==> src/verilog/cpu_xfer_pkg.sv <==
// Shared constants, field positions and carrier types for the register transfer control.
// Assumes an 18-bit word with bit 0 as the most significant bit in the hardware's own numbering.
package cpu_xfer_pkg;
    localparam int WORD_W = 18;
    localparam int ADDR_W = 13;
    localparam int NUM_T = 7;
    localparam int NUM_SP = 5;
    // Timing pulse slots, T1 through T7.
    localparam int T1 = 0;
    localparam int T2 = 1;
    localparam int T3 = 2;
    localparam int T4 = 3;
    localparam int T5 = 4;
    localparam int T6 = 5;
    localparam int T7 = 6;
    // Key cycle slots: begin pulse, then SP1 through SP4.
    localparam int KBGN = 0;
    localparam int SP1 = 1;
    localparam int SP2 = 2;
    localparam int SP3 = 3;
    localparam int SP4 = 4;
    // Word bit positions as vector indices (word bit k sits at index 17 - k).
    localparam int MB8 = 9;
    localparam int MB9 = 8;
    localparam int MB10 = 7;
    localparam int MB11 = 6;
    localparam int AC_SIGN = 17;
    localparam int AUTO_ONE = 3;
    localparam int AUTO_ZERO_HI = 12;
    localparam int AUTO_ZERO_LO = 4;
    localparam logic [12:0] CALL_VECTOR = 13'h0010;
    // Wishbone register byte addresses.
    localparam logic [7:0] ADR_CTRL = 8'h00;
    localparam logic [7:0] ADR_STATUS = 8'h04;
    localparam logic [7:0] ADR_PC = 8'h08;
    localparam logic [7:0] ADR_MA = 8'h0C;
    localparam logic [7:0] ADR_MB = 8'h10;
    localparam logic [7:0] ADR_AC = 8'h14;
    localparam int CTRL_RUN = 0;
    localparam int ST_RUN = 0;
    localparam int ST_BUSY = 1;
    localparam int ST_READIN = 2;
    localparam int ST_INHIBIT = 3;
    typedef enum logic [2:0] {RS_NONE, RS_CTRL, RS_STATUS, RS_PC, RS_MA, RS_MB, RS_AC} reg_sel_t;
    typedef enum logic [1:0] {SEQ_IDLE, SEQ_MEM, SEQ_KEY} seq_mode_t;
    typedef struct packed {
        logic fetch;
        logic defer;
        logic execute;
        logic prog_break_active;
        logic data_break;
        logic data_in;
        logic clock_break;
    } cycle_t;
    typedef struct packed {
        logic skip_if_differ_op;
        logic jump_subroutine_op;
        logic increment_skip_zero_op;
        logic deposit_acc_op;
        logic deposit_zero_op;
        logic call_op;
        logic operate_op;
    } op_t;
    typedef struct packed {
        logic start;
        logic stop;
        logic examine;
        logic deposit;
        logic readin;
        logic tape_read_flag;
    } keys_t;
    typedef struct packed {
        logic cyc;
        logic stb;
        logic we;
        logic [7:0] adr;
        logic [3:0] sel;
        logic [31:0] dat;
    } wb_req_t;
    typedef struct packed {
        logic ack;
        logic [31:0] dat;
    } wb_rsp_t;
endpackage
==> src/verilog/cpu_register_transfer_control.sv <==
// Command pulse logic that loads, clears and increments the program counter, memory address
// and memory buffer registers, plus the memory cycle and key cycle pulse sequencer.
// Assumes cycle, decoder and break levels come from logic on i_ref_clk; console keys are pins.
// Function
// - Increment program counter at T1 of every fetch cycle.
// - Skip-if-differ execute: increment program counter at T5 when accumulator nonzero.
// - Increment program counter at T5 of subroutine-jump execute or program break.
// - Increment-skip-zero execute: increment program counter at T3 when buffer wraps.
// - Operate skip: increment program counter at T5 when combined skip holds.
// - Trap mode: increment program counter at T6 of break after trap.
// - Increment program counter when identified peripheral flag is set.
// - Increment program counter at SP2 tape read and SP4 examine/deposit.
// - Clear memory address at SP1 of any non-stop key cycle.
// - Clear memory address at T7 of every cycle while running.
// - Copy program counter to memory address at T1 of fetch.
// - Copy buffer bits 5-17 to memory address at T1 defer/execute, non-call.
// - Load memory address with octal 20 at T1 of call defer/execute.
// - Clear buffer at key begin, every T2, and readin execute T7.
// - Sense amplifier ones set buffer bits at T2 of every cycle read whose strobe is not inhibited.
// - Inhibit sense strobe on program break, inbound data break, jump/zero execute.
// - Increment buffer at T3 of defer to auto-index locations 10-17.
// - Increment buffer at T3 of a granted clock break.
// - Increment buffer at T3 of increment-skip-zero execute.
// - Copy accumulator into buffer at T3 of deposit-accumulator execute only.
// - Copy program counter into buffer at SP4 of tape read.
// - Copy program counter into buffer at SP3 of examine/deposit.
// - Copy program counter into buffer at T3 of break or subroutine-jump.
`timescale 1ns/1ps
module cpu_register_transfer_control #(
    parameter int WORD_W = cpu_xfer_pkg::WORD_W,
    parameter int ADDR_W = cpu_xfer_pkg::ADDR_W
) (
    input wire logic i_ref_clk,
    input wire logic i_reset,
    input wire cpu_xfer_pkg::wb_req_t i_wb,
    output cpu_xfer_pkg::wb_rsp_t o_wb,
    input wire cpu_xfer_pkg::cycle_t i_cycle,
    input wire cpu_xfer_pkg::op_t i_op,
    input wire cpu_xfer_pkg::keys_t i_keys,
    input wire logic [WORD_W-1:0] i_sense,
    input wire logic i_link,
    input wire logic i_io_skip,
    input wire logic i_trap_flag,
    output logic [cpu_xfer_pkg::NUM_T-1:0] o_timing,
    output logic [cpu_xfer_pkg::NUM_SP-1:0] o_key_pulse,
    output logic [ADDR_W-1:0] o_memory_address,
    output logic [WORD_W-1:0] o_memory_buffer,
    output logic o_strobe_inhibit,
    output logic o_run
);
    if (WORD_W != cpu_xfer_pkg::WORD_W || ADDR_W != cpu_xfer_pkg::ADDR_W)
    begin : bad_width
        $error("Word and address widths are fixed by the bit positions of the package");
    end

    typedef struct packed {
        cpu_xfer_pkg::seq_mode_t mode;
        logic [cpu_xfer_pkg::NUM_T-1:0] tp;
        logic [cpu_xfer_pkg::NUM_SP-1:0] kp;
        logic run;
        logic readin;
        logic key_ex_dep;
        logic key_start;
        logic trap_pend;
        logic trap_seen;
        logic inhibit;
        cpu_xfer_pkg::keys_t key_sync1;
        cpu_xfer_pkg::keys_t key_sync2;
        cpu_xfer_pkg::keys_t key_prev;
        logic [ADDR_W-1:0] program_counter;
        logic [ADDR_W-1:0] memory_address_reg;
        logic [WORD_W-1:0] memory_buffer_reg;
        logic [WORD_W-1:0] accumulator_reg;
        cpu_xfer_pkg::wb_rsp_t rsp;
    } state_t;

    state_t s;
    state_t next_s;

    function automatic cpu_xfer_pkg::reg_sel_t reg_decode(input logic [7:0] adr);
        if (adr == cpu_xfer_pkg::ADR_CTRL)
            reg_decode = cpu_xfer_pkg::RS_CTRL;
        else if (adr == cpu_xfer_pkg::ADR_STATUS)
            reg_decode = cpu_xfer_pkg::RS_STATUS;
        else if (adr == cpu_xfer_pkg::ADR_PC)
            reg_decode = cpu_xfer_pkg::RS_PC;
        else if (adr == cpu_xfer_pkg::ADR_MA)
            reg_decode = cpu_xfer_pkg::RS_MA;
        else if (adr == cpu_xfer_pkg::ADR_MB)
            reg_decode = cpu_xfer_pkg::RS_MB;
        else if (adr == cpu_xfer_pkg::ADR_AC)
            reg_decode = cpu_xfer_pkg::RS_AC;
        else
            reg_decode = cpu_xfer_pkg::RS_NONE;
    endfunction

    function automatic logic [31:0] byte_merge(input logic [31:0] old, input logic [31:0] wd,
                                               input logic [3:0] sel);
        byte_merge = old;
        for (int b = 0; b < 4; b++)
        begin
            if (sel[b])
                byte_merge[b*8 +: 8] = wd[b*8 +: 8];
        end
    endfunction

    // Bit 8 clear ORs the selected conditions; bit 8 set ANDs their inverted forms.
    function automatic logic op_skip(input logic [WORD_W-1:0] mb, input logic [WORD_W-1:0] ac,
                                     input logic link);
        logic any_sel;
        any_sel = mb[cpu_xfer_pkg::MB9] | mb[cpu_xfer_pkg::MB10] | mb[cpu_xfer_pkg::MB11];
        if (!mb[cpu_xfer_pkg::MB8])
            op_skip = (mb[cpu_xfer_pkg::MB9] & link) | (mb[cpu_xfer_pkg::MB10] & (ac == '0))
                      | (mb[cpu_xfer_pkg::MB11] & ac[cpu_xfer_pkg::AC_SIGN]);
        else
            op_skip = any_sel & (~mb[cpu_xfer_pkg::MB9] | ~link)
                      & (~mb[cpu_xfer_pkg::MB10] | (ac != '0))
                      & (~mb[cpu_xfer_pkg::MB11] | ~ac[cpu_xfer_pkg::AC_SIGN]);
    endfunction

    logic bus_req;
    logic bus_wr;
    cpu_xfer_pkg::reg_sel_t sel_reg;
    cpu_xfer_pkg::keys_t rise;
    logic key_go;
    logic pc_inc;
    logic auto_index;
    logic trap_fall;
    logic trap_use;
    logic [31:0] rd;

    always_comb
    begin
        next_s = s;
        bus_req = i_wb.cyc & i_wb.stb;
        // A write lands on the edge where ack is seen high, matching when the master lets go.
        bus_wr = bus_req & i_wb.we & s.rsp.ack;
        sel_reg = reg_decode(i_wb.adr);
        rd = '0;
        if (sel_reg == cpu_xfer_pkg::RS_CTRL)
            rd[cpu_xfer_pkg::CTRL_RUN] = s.run;
        else if (sel_reg == cpu_xfer_pkg::RS_STATUS)
        begin
            rd[cpu_xfer_pkg::ST_RUN] = s.run;
            rd[cpu_xfer_pkg::ST_BUSY] = s.mode != cpu_xfer_pkg::SEQ_IDLE;
            rd[cpu_xfer_pkg::ST_READIN] = s.readin;
            rd[cpu_xfer_pkg::ST_INHIBIT] = s.inhibit;
        end
        else if (sel_reg == cpu_xfer_pkg::RS_PC)
            rd[ADDR_W-1:0] = s.program_counter;
        else if (sel_reg == cpu_xfer_pkg::RS_MA)
            rd[ADDR_W-1:0] = s.memory_address_reg;
        else if (sel_reg == cpu_xfer_pkg::RS_MB)
            rd[WORD_W-1:0] = s.memory_buffer_reg;
        else if (sel_reg == cpu_xfer_pkg::RS_AC)
            rd[WORD_W-1:0] = s.accumulator_reg;
        next_s.rsp.ack = bus_req & ~s.rsp.ack;
        next_s.rsp.dat = rd;
        if (bus_wr && sel_reg == cpu_xfer_pkg::RS_CTRL && i_wb.sel[0])
            next_s.run = i_wb.dat[cpu_xfer_pkg::CTRL_RUN];
        if (bus_wr && sel_reg == cpu_xfer_pkg::RS_PC)
            next_s.program_counter = ADDR_W'(byte_merge(32'(s.program_counter), i_wb.dat,
                                                        i_wb.sel));
        if (bus_wr && sel_reg == cpu_xfer_pkg::RS_AC)
            next_s.accumulator_reg = WORD_W'(byte_merge(32'(s.accumulator_reg), i_wb.dat,
                                                        i_wb.sel));

        // Keys are asynchronous pins; edges are taken only from the second stage onward.
        next_s.key_sync1 = i_keys;
        next_s.key_sync2 = s.key_sync1;
        next_s.key_prev = s.key_sync2;
        rise = s.key_sync2 & ~s.key_prev;
        key_go = ~s.run & (rise.start | rise.examine | rise.deposit | rise.readin);
        if (rise.stop)
        begin
            next_s.run = 1'b0;
            next_s.readin = 1'b0;
        end

        // Sequencer: one pulse slot per clock.
        next_s.tp = '0;
        next_s.kp = '0;
        case (s.mode)
            cpu_xfer_pkg::SEQ_IDLE:
            begin
                if (s.run)
                begin
                    next_s.mode = cpu_xfer_pkg::SEQ_MEM;
                    next_s.tp[cpu_xfer_pkg::T1] = 1'b1;
                end
                else if (key_go)
                begin
                    next_s.mode = cpu_xfer_pkg::SEQ_KEY;
                    next_s.kp[cpu_xfer_pkg::KBGN] = 1'b1;
                    next_s.key_ex_dep = rise.examine | rise.deposit;
                    next_s.key_start = rise.start | rise.readin;
                    next_s.readin = rise.readin;
                end
            end
            cpu_xfer_pkg::SEQ_MEM:
            begin
                if (!s.tp[cpu_xfer_pkg::T7])
                    next_s.tp = {s.tp[cpu_xfer_pkg::NUM_T-2:0], 1'b0};
                else if (s.run)
                    next_s.tp[cpu_xfer_pkg::T1] = 1'b1;
                else
                    next_s.mode = cpu_xfer_pkg::SEQ_IDLE;
            end
            cpu_xfer_pkg::SEQ_KEY:
            begin
                if (!s.kp[cpu_xfer_pkg::SP4])
                    next_s.kp = {s.kp[cpu_xfer_pkg::NUM_SP-2:0], 1'b0};
                else
                begin
                    next_s.mode = cpu_xfer_pkg::SEQ_IDLE;
                    if (s.key_start && !rise.stop)
                        next_s.run = 1'b1;
                end
            end
            default:
                next_s.mode = cpu_xfer_pkg::SEQ_IDLE;
        endcase

        // Trap one-shot fires when the trap flag drops; a new drop beats its own consumption.
        next_s.trap_seen = i_trap_flag;
        trap_fall = s.trap_seen & ~i_trap_flag;
        trap_use = s.trap_pend & s.tp[cpu_xfer_pkg::T6] & i_cycle.prog_break_active;
        next_s.trap_pend = (s.trap_pend & ~trap_use) | trap_fall;

        next_s.inhibit = i_cycle.prog_break_active | (i_cycle.data_break & i_cycle.data_in)
                         | (i_cycle.execute & (i_op.jump_subroutine_op
                                               | i_op.deposit_zero_op));

        pc_inc = (s.tp[cpu_xfer_pkg::T1] & i_cycle.fetch)
                 | (s.tp[cpu_xfer_pkg::T5] & i_cycle.execute & i_op.skip_if_differ_op
                    & (s.accumulator_reg != '0))
                 | (s.tp[cpu_xfer_pkg::T5] & ((i_cycle.execute & i_op.jump_subroutine_op)
                    | i_cycle.prog_break_active))
                 | (s.tp[cpu_xfer_pkg::T3] & i_cycle.execute & i_op.increment_skip_zero_op
                    & (&s.memory_buffer_reg))
                 | (s.tp[cpu_xfer_pkg::T5] & i_op.operate_op
                    & op_skip(s.memory_buffer_reg, s.accumulator_reg, i_link))
                 | trap_use
                 | i_io_skip
                 | (s.kp[cpu_xfer_pkg::SP2] & s.key_sync2.tape_read_flag)
                 | (s.kp[cpu_xfer_pkg::SP4] & s.key_ex_dep);
        if (pc_inc)
            next_s.program_counter = s.program_counter + ADDR_W'(1);

        if (s.kp[cpu_xfer_pkg::SP1])
            next_s.memory_address_reg = '0;
        else if (s.tp[cpu_xfer_pkg::T7] && s.run)
            next_s.memory_address_reg = '0;
        else if (s.tp[cpu_xfer_pkg::T1] && i_cycle.fetch)
            next_s.memory_address_reg = s.program_counter;
        else if (s.tp[cpu_xfer_pkg::T1] && (i_cycle.defer || i_cycle.execute))
        begin
            if (i_op.call_op)
                next_s.memory_address_reg = cpu_xfer_pkg::CALL_VECTOR;
            else
                next_s.memory_address_reg = s.memory_buffer_reg[ADDR_W-1:0];
        end

        auto_index = i_cycle.defer & s.memory_address_reg[cpu_xfer_pkg::AUTO_ONE]
                     & (s.memory_address_reg[cpu_xfer_pkg::AUTO_ZERO_HI:
                                             cpu_xfer_pkg::AUTO_ZERO_LO] == '0);
        if (s.kp[cpu_xfer_pkg::KBGN])
            next_s.memory_buffer_reg = '0;
        else if (s.tp[cpu_xfer_pkg::T2])
            // Clearing and strobing share this edge, so the sensed ones land on a clean buffer.
            next_s.memory_buffer_reg = s.inhibit ? '0 : i_sense;
        else if (s.tp[cpu_xfer_pkg::T3] && i_cycle.execute && i_op.deposit_acc_op)
            next_s.memory_buffer_reg = s.accumulator_reg;
        else if (s.tp[cpu_xfer_pkg::T3] && (i_cycle.prog_break_active
                 || (i_cycle.execute && i_op.jump_subroutine_op)))
            next_s.memory_buffer_reg = WORD_W'(s.program_counter);
        else if (s.tp[cpu_xfer_pkg::T3] && (auto_index || i_cycle.clock_break
                 || (i_cycle.execute && i_op.increment_skip_zero_op)))
            next_s.memory_buffer_reg = s.memory_buffer_reg + WORD_W'(1);
        else if (s.tp[cpu_xfer_pkg::T7] && i_cycle.execute && s.readin)
            next_s.memory_buffer_reg = '0;
        else if (s.kp[cpu_xfer_pkg::SP3] && s.key_ex_dep)
            next_s.memory_buffer_reg = WORD_W'(s.program_counter);
        else if (s.kp[cpu_xfer_pkg::SP4] && s.key_sync2.tape_read_flag)
            next_s.memory_buffer_reg = WORD_W'(s.program_counter);
    end

    always_ff @(posedge i_ref_clk)
    begin
        if (i_reset)
            s <= '0;
        else
            s <= next_s;
    end

    assign o_wb = s.rsp;
    assign o_timing = s.tp;
    assign o_key_pulse = s.kp;
    assign o_memory_address = s.memory_address_reg;
    assign o_memory_buffer = s.memory_buffer_reg;
    assign o_strobe_inhibit = s.inhibit;
    assign o_run = s.run;
endmodule

==> config.mk <==
export PLATFORM = sky130hd
export DESIGN_NAME = cpu_register_transfer_control
export DESIGN_NICKNAME = d
export VERILOG_FILES = /design/src/verilog/cpu_xfer_pkg.sv /design/src/verilog/cpu_register_transfer_control.sv
export SDC_FILE = /design/constraint.sdc
export NUM_CORES = 1
export LEC_CHECK = 0
export CORE_UTILIZATION = 40
export DETAILED_ROUTE_END_ITERATION = 6
export DONT_BUFFER_PORTS = 1
export PLACE_DENSITY = 0.67
export SLEW_MARGIN = 30
export SYNTH_ARGS = -nofsm -noshare
export SYNTH_HDL_FRONTEND = slang
export SYNTH_SLANG_ARGS = --single-unit
==> constraint.sdc <==
create_clock -name i_ref_clk -period 2.4 [get_ports i_ref_clk]
set_input_delay 0.48 -clock i_ref_clk [delete_from_list [all_inputs] [get_ports i_ref_clk]]
set_output_delay 0.48 -clock i_ref_clk [all_outputs]
set_load 0.01 [all_outputs]
* Word-level counts from Yosys, hierarchy flattened *
Cells that the tools add are included.

word-level totals
  bits in registers = 134
  latch bits = 0
  memory bits (writable) = 0
  memory bits (read-only) = 0
  input port bits = 90
  output and inout port bits = 78
  memories kept = 0

cells by class
  add/subtract/negate cells = 2
  multiply operators = 0
  divide/modulo/power cells = 0
  order comparisons = 0
  equality and inequality tests = 17
  shift operators = 0
  multiplexer cells = 48
  bitwise gates (word level) = 70
  reductions and logical operators = 49

operators with widths
  operator               count
  $mux 18                10
  $mux 13                7
  $and 1x1->1            32
  $mux 3                 9
  $or 1x1->1             25
  $add 18x1->18 const B  1
  $logic_and 1x1->1      18
  $logic_not 18->1       1
  $reduce_and 18->1      1
  $reduce_bool 18->1     1
  $eq 8x4->1 const B     2
  $eq 8x5->1 const B     2
  $add 13x1->13 const B  1
  $mux 2                 6
  $reduce_or 3->1        4
  $not 1->1              11
  $mux 1                 10
  $reduce_and 2->1       5
  $reduce_bool 2->1      5
  $eq 3x3->1 const B     3
  $logic_not 9->1        1
  $eq 8x3->1 const B     1
  $logic_not 8->1        1
  $mux 8                 1
  20 further kinds       28

* Longest topological paths before layout *
  depth in word-level cells = 15
  mapped depth = 10
  depth with buffers taken out = 7

* Least setup slack after synthesis *
Ideal clock, no wire load.

  path kind = register to register
  from = register s[38] (netlist name)
  to = register s[90] (netlist name)
  arrival time = 2.492 ns
  slack = -0.160 ns
  stages on the path, launching flop included = 9
  clock period less this slack = 2.560 ns
  cells stage by stage = dfxtp_1 > or4_4 > nor4_4 > a31oi_1 > a211o_1 > or4b_4 > buf_6 > o22a_1 > a21oi_2

between the ends
  word-level cells in the longest chain between the ends = 13
  elaborated cells between the ends (all ways) = 23
  those cells by class = mux: 2; bitwise: 16; reduce/logical: 5

ends and longest elaborated chain
  element                                                 RTL line                                                                                                          text
  from (decl)                                             cpu_register_transfer_control.sv:77                                                                               state_t s;
  from (signal assigned)                                  cpu_register_transfer_control.sv:293                                                                              s <= next_s;
  $logic_not 18->1 or $reduce_bool 18->1 (tied branches)  cpu_register_transfer_control.sv:113, cpu_register_transfer_control.sv:117, cpu_register_transfer_control.sv:236
  $and 1x1->1 or $or 1x1->1 (tied branches)               cpu_register_transfer_control.sv:113, cpu_register_transfer_control.sv:117
  $or 1x1->1 or $and 1x1->1 (tied branches)               cpu_register_transfer_control.sv:113, cpu_register_transfer_control.sv:117
  $or 1x1->1 or $and 1x1->1 (tied branches)               cpu_register_transfer_control.sv:114, cpu_register_transfer_control.sv:118
  $mux 1                                                  cpu_register_transfer_control.sv:112                                                                              if (!mb[cpu_xfer_pkg::MB8])
  $and 1x1->1                                             cpu_register_transfer_control.sv:242                                                                              & op_skip(s.memory_buffer_reg, s.accumulator_reg, i_link))
  $or 1x1->1 *                                            cpu_register_transfer_control.sv:241                                                                              | (s.tp[cpu_xfer_pkg::T5] & i_op.operate_op
  $or 1x1->1 *                                            cpu_register_transfer_control.sv:243                                                                              | trap_use
  $or 1x1->1 *                                            cpu_register_transfer_control.sv:244                                                                              | i_io_skip
  $or 1x1->1 *                                            cpu_register_transfer_control.sv:245                                                                              | (s.kp[cpu_xfer_pkg::SP2] & s.key_sync2.tape_read_flag)
  $or 1x1->1 *                                            cpu_register_transfer_control.sv:246                                                                              | (s.kp[cpu_xfer_pkg::SP4] & s.key_ex_dep);
  $reduce_bool 2->1 (no source line)                      -
  $reduce_and 2->1 (no source line)                       -

Every way passes the cells marked *; elsewhere a longest branch is shown, timed or not.
A chain may end at the register's enable or synchronous reset.

* Final worst setup path *
  from = register s[43] (netlist name)
  to = register s[90] (netlist name)

The elaborated chain is that of the path after synthesis.

==> impl_metrics.json <==
{
  "status": "finished with violations",
  "violations": "negative setup slack",
  "worst_slack_ns": -0.0974,
  "die_x_um": 129,
  "hold_end": "s[98]",
  "cp.arrival_ns": 2.86,
  "synth-main-ff-cell": "dfxtp_1",
  "crit_family": "simple AND/OR/NAND/NOR gates",
  "fp-row-count": 46,
  "worstSetupEndpointType": "flip-flop",
  "fillCellCount": 1569,
  "die_area_um2": 16700,
  "dp.cells": 976,
  "crit_buf_inv": 0,
  "synth_edf_count": 0,
  "tightestPinTransition_ns": 0.662,
  "grt_pass1_vias": 5405,
  "die-height_um": 129,
  "clock-root-buffer": "clkbuf_16",
  "fmax_ghz": 0.400,
  "start_util_pct": 40.9,
  "antenna_cells": 0,
  "rsz0062_at_grt": "true",
  "area_delta_synth_final_pct": 12.4,
  "grt_pass1_wl_um": 30400,
  "fin_crit_ns": 2.50,
  "placed_cell_area_um2": 6600,
  "grt_use_total_pct": 24.8,
  "setup_violations": 7,
  "maxCapViolations": 0,
  "slowest_stage": "or4_4",
  "avgRoutedWirePerCell_um": 20.5,
  "worstPathCellList": "or4_4 > nor4_4 > a31oi_1 > a211o_2 > or4b_4 > o22a_1 > a21oi_2",
  "startpoint_type": "flip-flop",
  "fin_cells": 1014,
  "clk_pin_slew_ns": 0.06,
  "drive_gt1_share_pct": 16.9,
  "grt_max_degree": 61,
  "worstSetupPathType": "reg -> reg",
  "syn-instance-count": 806,
  "ant_nets": 0,
  "drc": 0,
  "r2r_slack_ns": -0.1,
  "crit_start": "s[43]",
  "relSlewSlack_pct": 55.6,
  "viasPerCell": 5.90,
  "period_share_pct": 104,
  "synth_cell_type_count": 60,
  "slew_violations": 0,
  "num-nets-final": 877,
  "cts_tree": "built",
  "portBuffers": 0,
  "r2r_start": "s[43]",
  "vias": 5987,
  "tns_ns": -0.474,
  "async_flop_share_pct": 0,
  "antenna_found_initial": 0,
  "h-tree-depth": 4,
  "hp-class": "in -> reg",
  "core_region_area_um2": 15900,
  "clock_sinks": 119,
  "netlist_area_um2": 6490,
  "insertion_delay_ns": 0.43,
  "hp-start": "i_reset",
  "hold_buffers": 0,
  "syn_avg_cell_area_um2": 8.06,
  "required_ns": 2.77,
  "totalWireLength_um": 20800,
  "finalHoldViolations": 0,
  "path_max_fanout": 5,
  "clockBufferDepth": 2,
  "holdPathStages": 1,
  "dpl.hpwl_um": 15500,
  "finish.instance_area_um2": 7300,
  "ys_seq_area_share_pct": 36.7,
  "overflow": 0,
  "hold_slack_ns": 0.111,
  "r2r_end": "s[90]",
  "clock_skew_ns": 0.00868,
  "firstDrtPassIters": 7,
  "cellPowerDensity_nw_per_um2": 649,
  "cpPeakStageDelay_ns": 0.54,
  "ys_seq_elements": 119,
  "first_iter_violations": 529,
  "ir_drop_v": 0.000489,
  "boundaryPins": 168,
  "reg2reg_depth": 7,
  "synth_warnings": 0,
  "place_ws_ns": -0.137,
  "gp_congestion": 0.921,
  "power.leakage_uw": 0.00263,
  "cts_inserted_buffers": 17
}
## flip-flops by register name (all words and copies together), names as in the netlist
register / flops
s: 43
o_wb: 19
o_memory_buffer: 18
o_memory_address: 13
next_s: 12
o_timing: 7
o_key_pulse: 5
o_run: 1
o_strobe_inhibit: 1
## cell type report
| cell class | count | area [um^2] | share of cell area, % |
|---|---|---|---|
| multi-input cells | 552 | 3380 | 46.3 |
| repair buffers | 78 | 609 | 8.35 |
| clock inverters | 14 | 153 | 2.09 |
| flip-flops and latches | 119 | 2380 | 32.7 |
| inverters | 17 | 63.8 | 0.874 |
| clock buffers | 18 | 439 | 6.02 |
| well taps | 216 | 270 | 3.70 |
## cells in the mapped netlist, drive strengths merged, types with 6 or more instances
master | n | area [um^2]
a211oi | 12 | 90.1
a21o | 7 | 52.6
a21oi | 61 | 309
a221oi | 14 | 123
a22oi | 26 | 195
a31oi | 11 | 68.8
and2 | 8 | 50.1
and3 | 15 | 95.1
buf | 82 | 603
clkbuf | 51 | 191
dfxtp | 119 | 2380
inv | 17 | 63.8
mux2i | 18 | 180
nand2 | 71 | 267
nand3 | 39 | 195
nand4 | 7 | 43.8
nor2 | 54 | 203
nor2b | 20 | 125
nor3 | 14 | 70.1
nor3b | 13 | 97.6
nor4 | 6 | 52.6
o211ai | 9 | 67.6
o21a | 10 | 75.1
o21ai | 32 | 160
o22ai | 14 | 87.6
xnor2 | 8 | 70.1
## metrics by stage
step | total power [uW] | utilization (%)
global placement | 2220 | 41.5
floorplan | 2230 | -
CTS | 4760 | 45.5
finish | 4740 | 46.0
detailed placement | 2220 | 41.6
global route | 4900 | 46.0
## what timing repair did
action,in CTS,in global routing
setup buffers,1,2
gates resized for setup,4,13
gates cloned,1,2
setup endpoints to repair,6,13
pin swaps,2,7
## per-layer routing
layer	wire (um)	track usage (%)
met3	2580	10.8
met1	7750	28.2
met5	0	0
met2	9650	39.4
met4	819	12.7
## how the worst max path moves through the flow
stage | to | cells after the start
finish | s[90] | 7
global route | s[90] | 7
CTS | s[90] | 7
detailed placement | s[90] | 7
global placement | s[94] | 7
floorplan | s[90] | 8
## placed cells by master (no fill, tap or decap), drive strengths merged, types with 6 or more instances in the layout
cell type / Yosys / layout
a31oi: 11 / 11
o21a: 10 / 10
clkbuf: 51 / 18
nor2b: 20 / 20
mux2i: 18 / 18
a211oi: 12 / 12
nor3b: 13 / 13
a21oi: 61 / 61
a21o: 7 / 7
and3: 15 / 15
nor2: 54 / 54
nor4: 6 / 6
o21ai: 32 / 32
a221oi: 14 / 14
nor3: 14 / 14
conb: 1 / 14
o211ai: 9 / 9
dfxtp: 119 / 119
inv: 17 / 27
nand2: 71 / 71
buf: 82 / 78
nand3: 39 / 39
xnor2: 8 / 8
o22ai: 14 / 14
nand4: 7 / 7
and2: 8 / 8
a22oi: 26 / 26
## cells by family after synthesis
group / share of synthesized area, %
compound gates: 22.6
xor+xnor: 1.75
fa+ha+maj: 0.385
buf+inv: 13.2
flops: 36.7
mux: 3.29
other cells: 0.0577
simple gates: 22.0
## power breakdown
group	internal, uW	switching, uW	leakage, uW
registers	2000	29.7	0.000964
clock network	1500	1050	0.000291
logic	63.0	91.5	0.00138
## worst reg2reg max path, stage by stage (launching register included)
cell     delay [ns]
dfxtp_2        0.32
or4_4          0.54
nor4_4         0.29
a31oi_1        0.12
a211o_2        0.32
or4b_4         0.54
o22a_1         0.20
a21oi_2        0.12
Note: power is estimated with default switching activity, not from simulation.
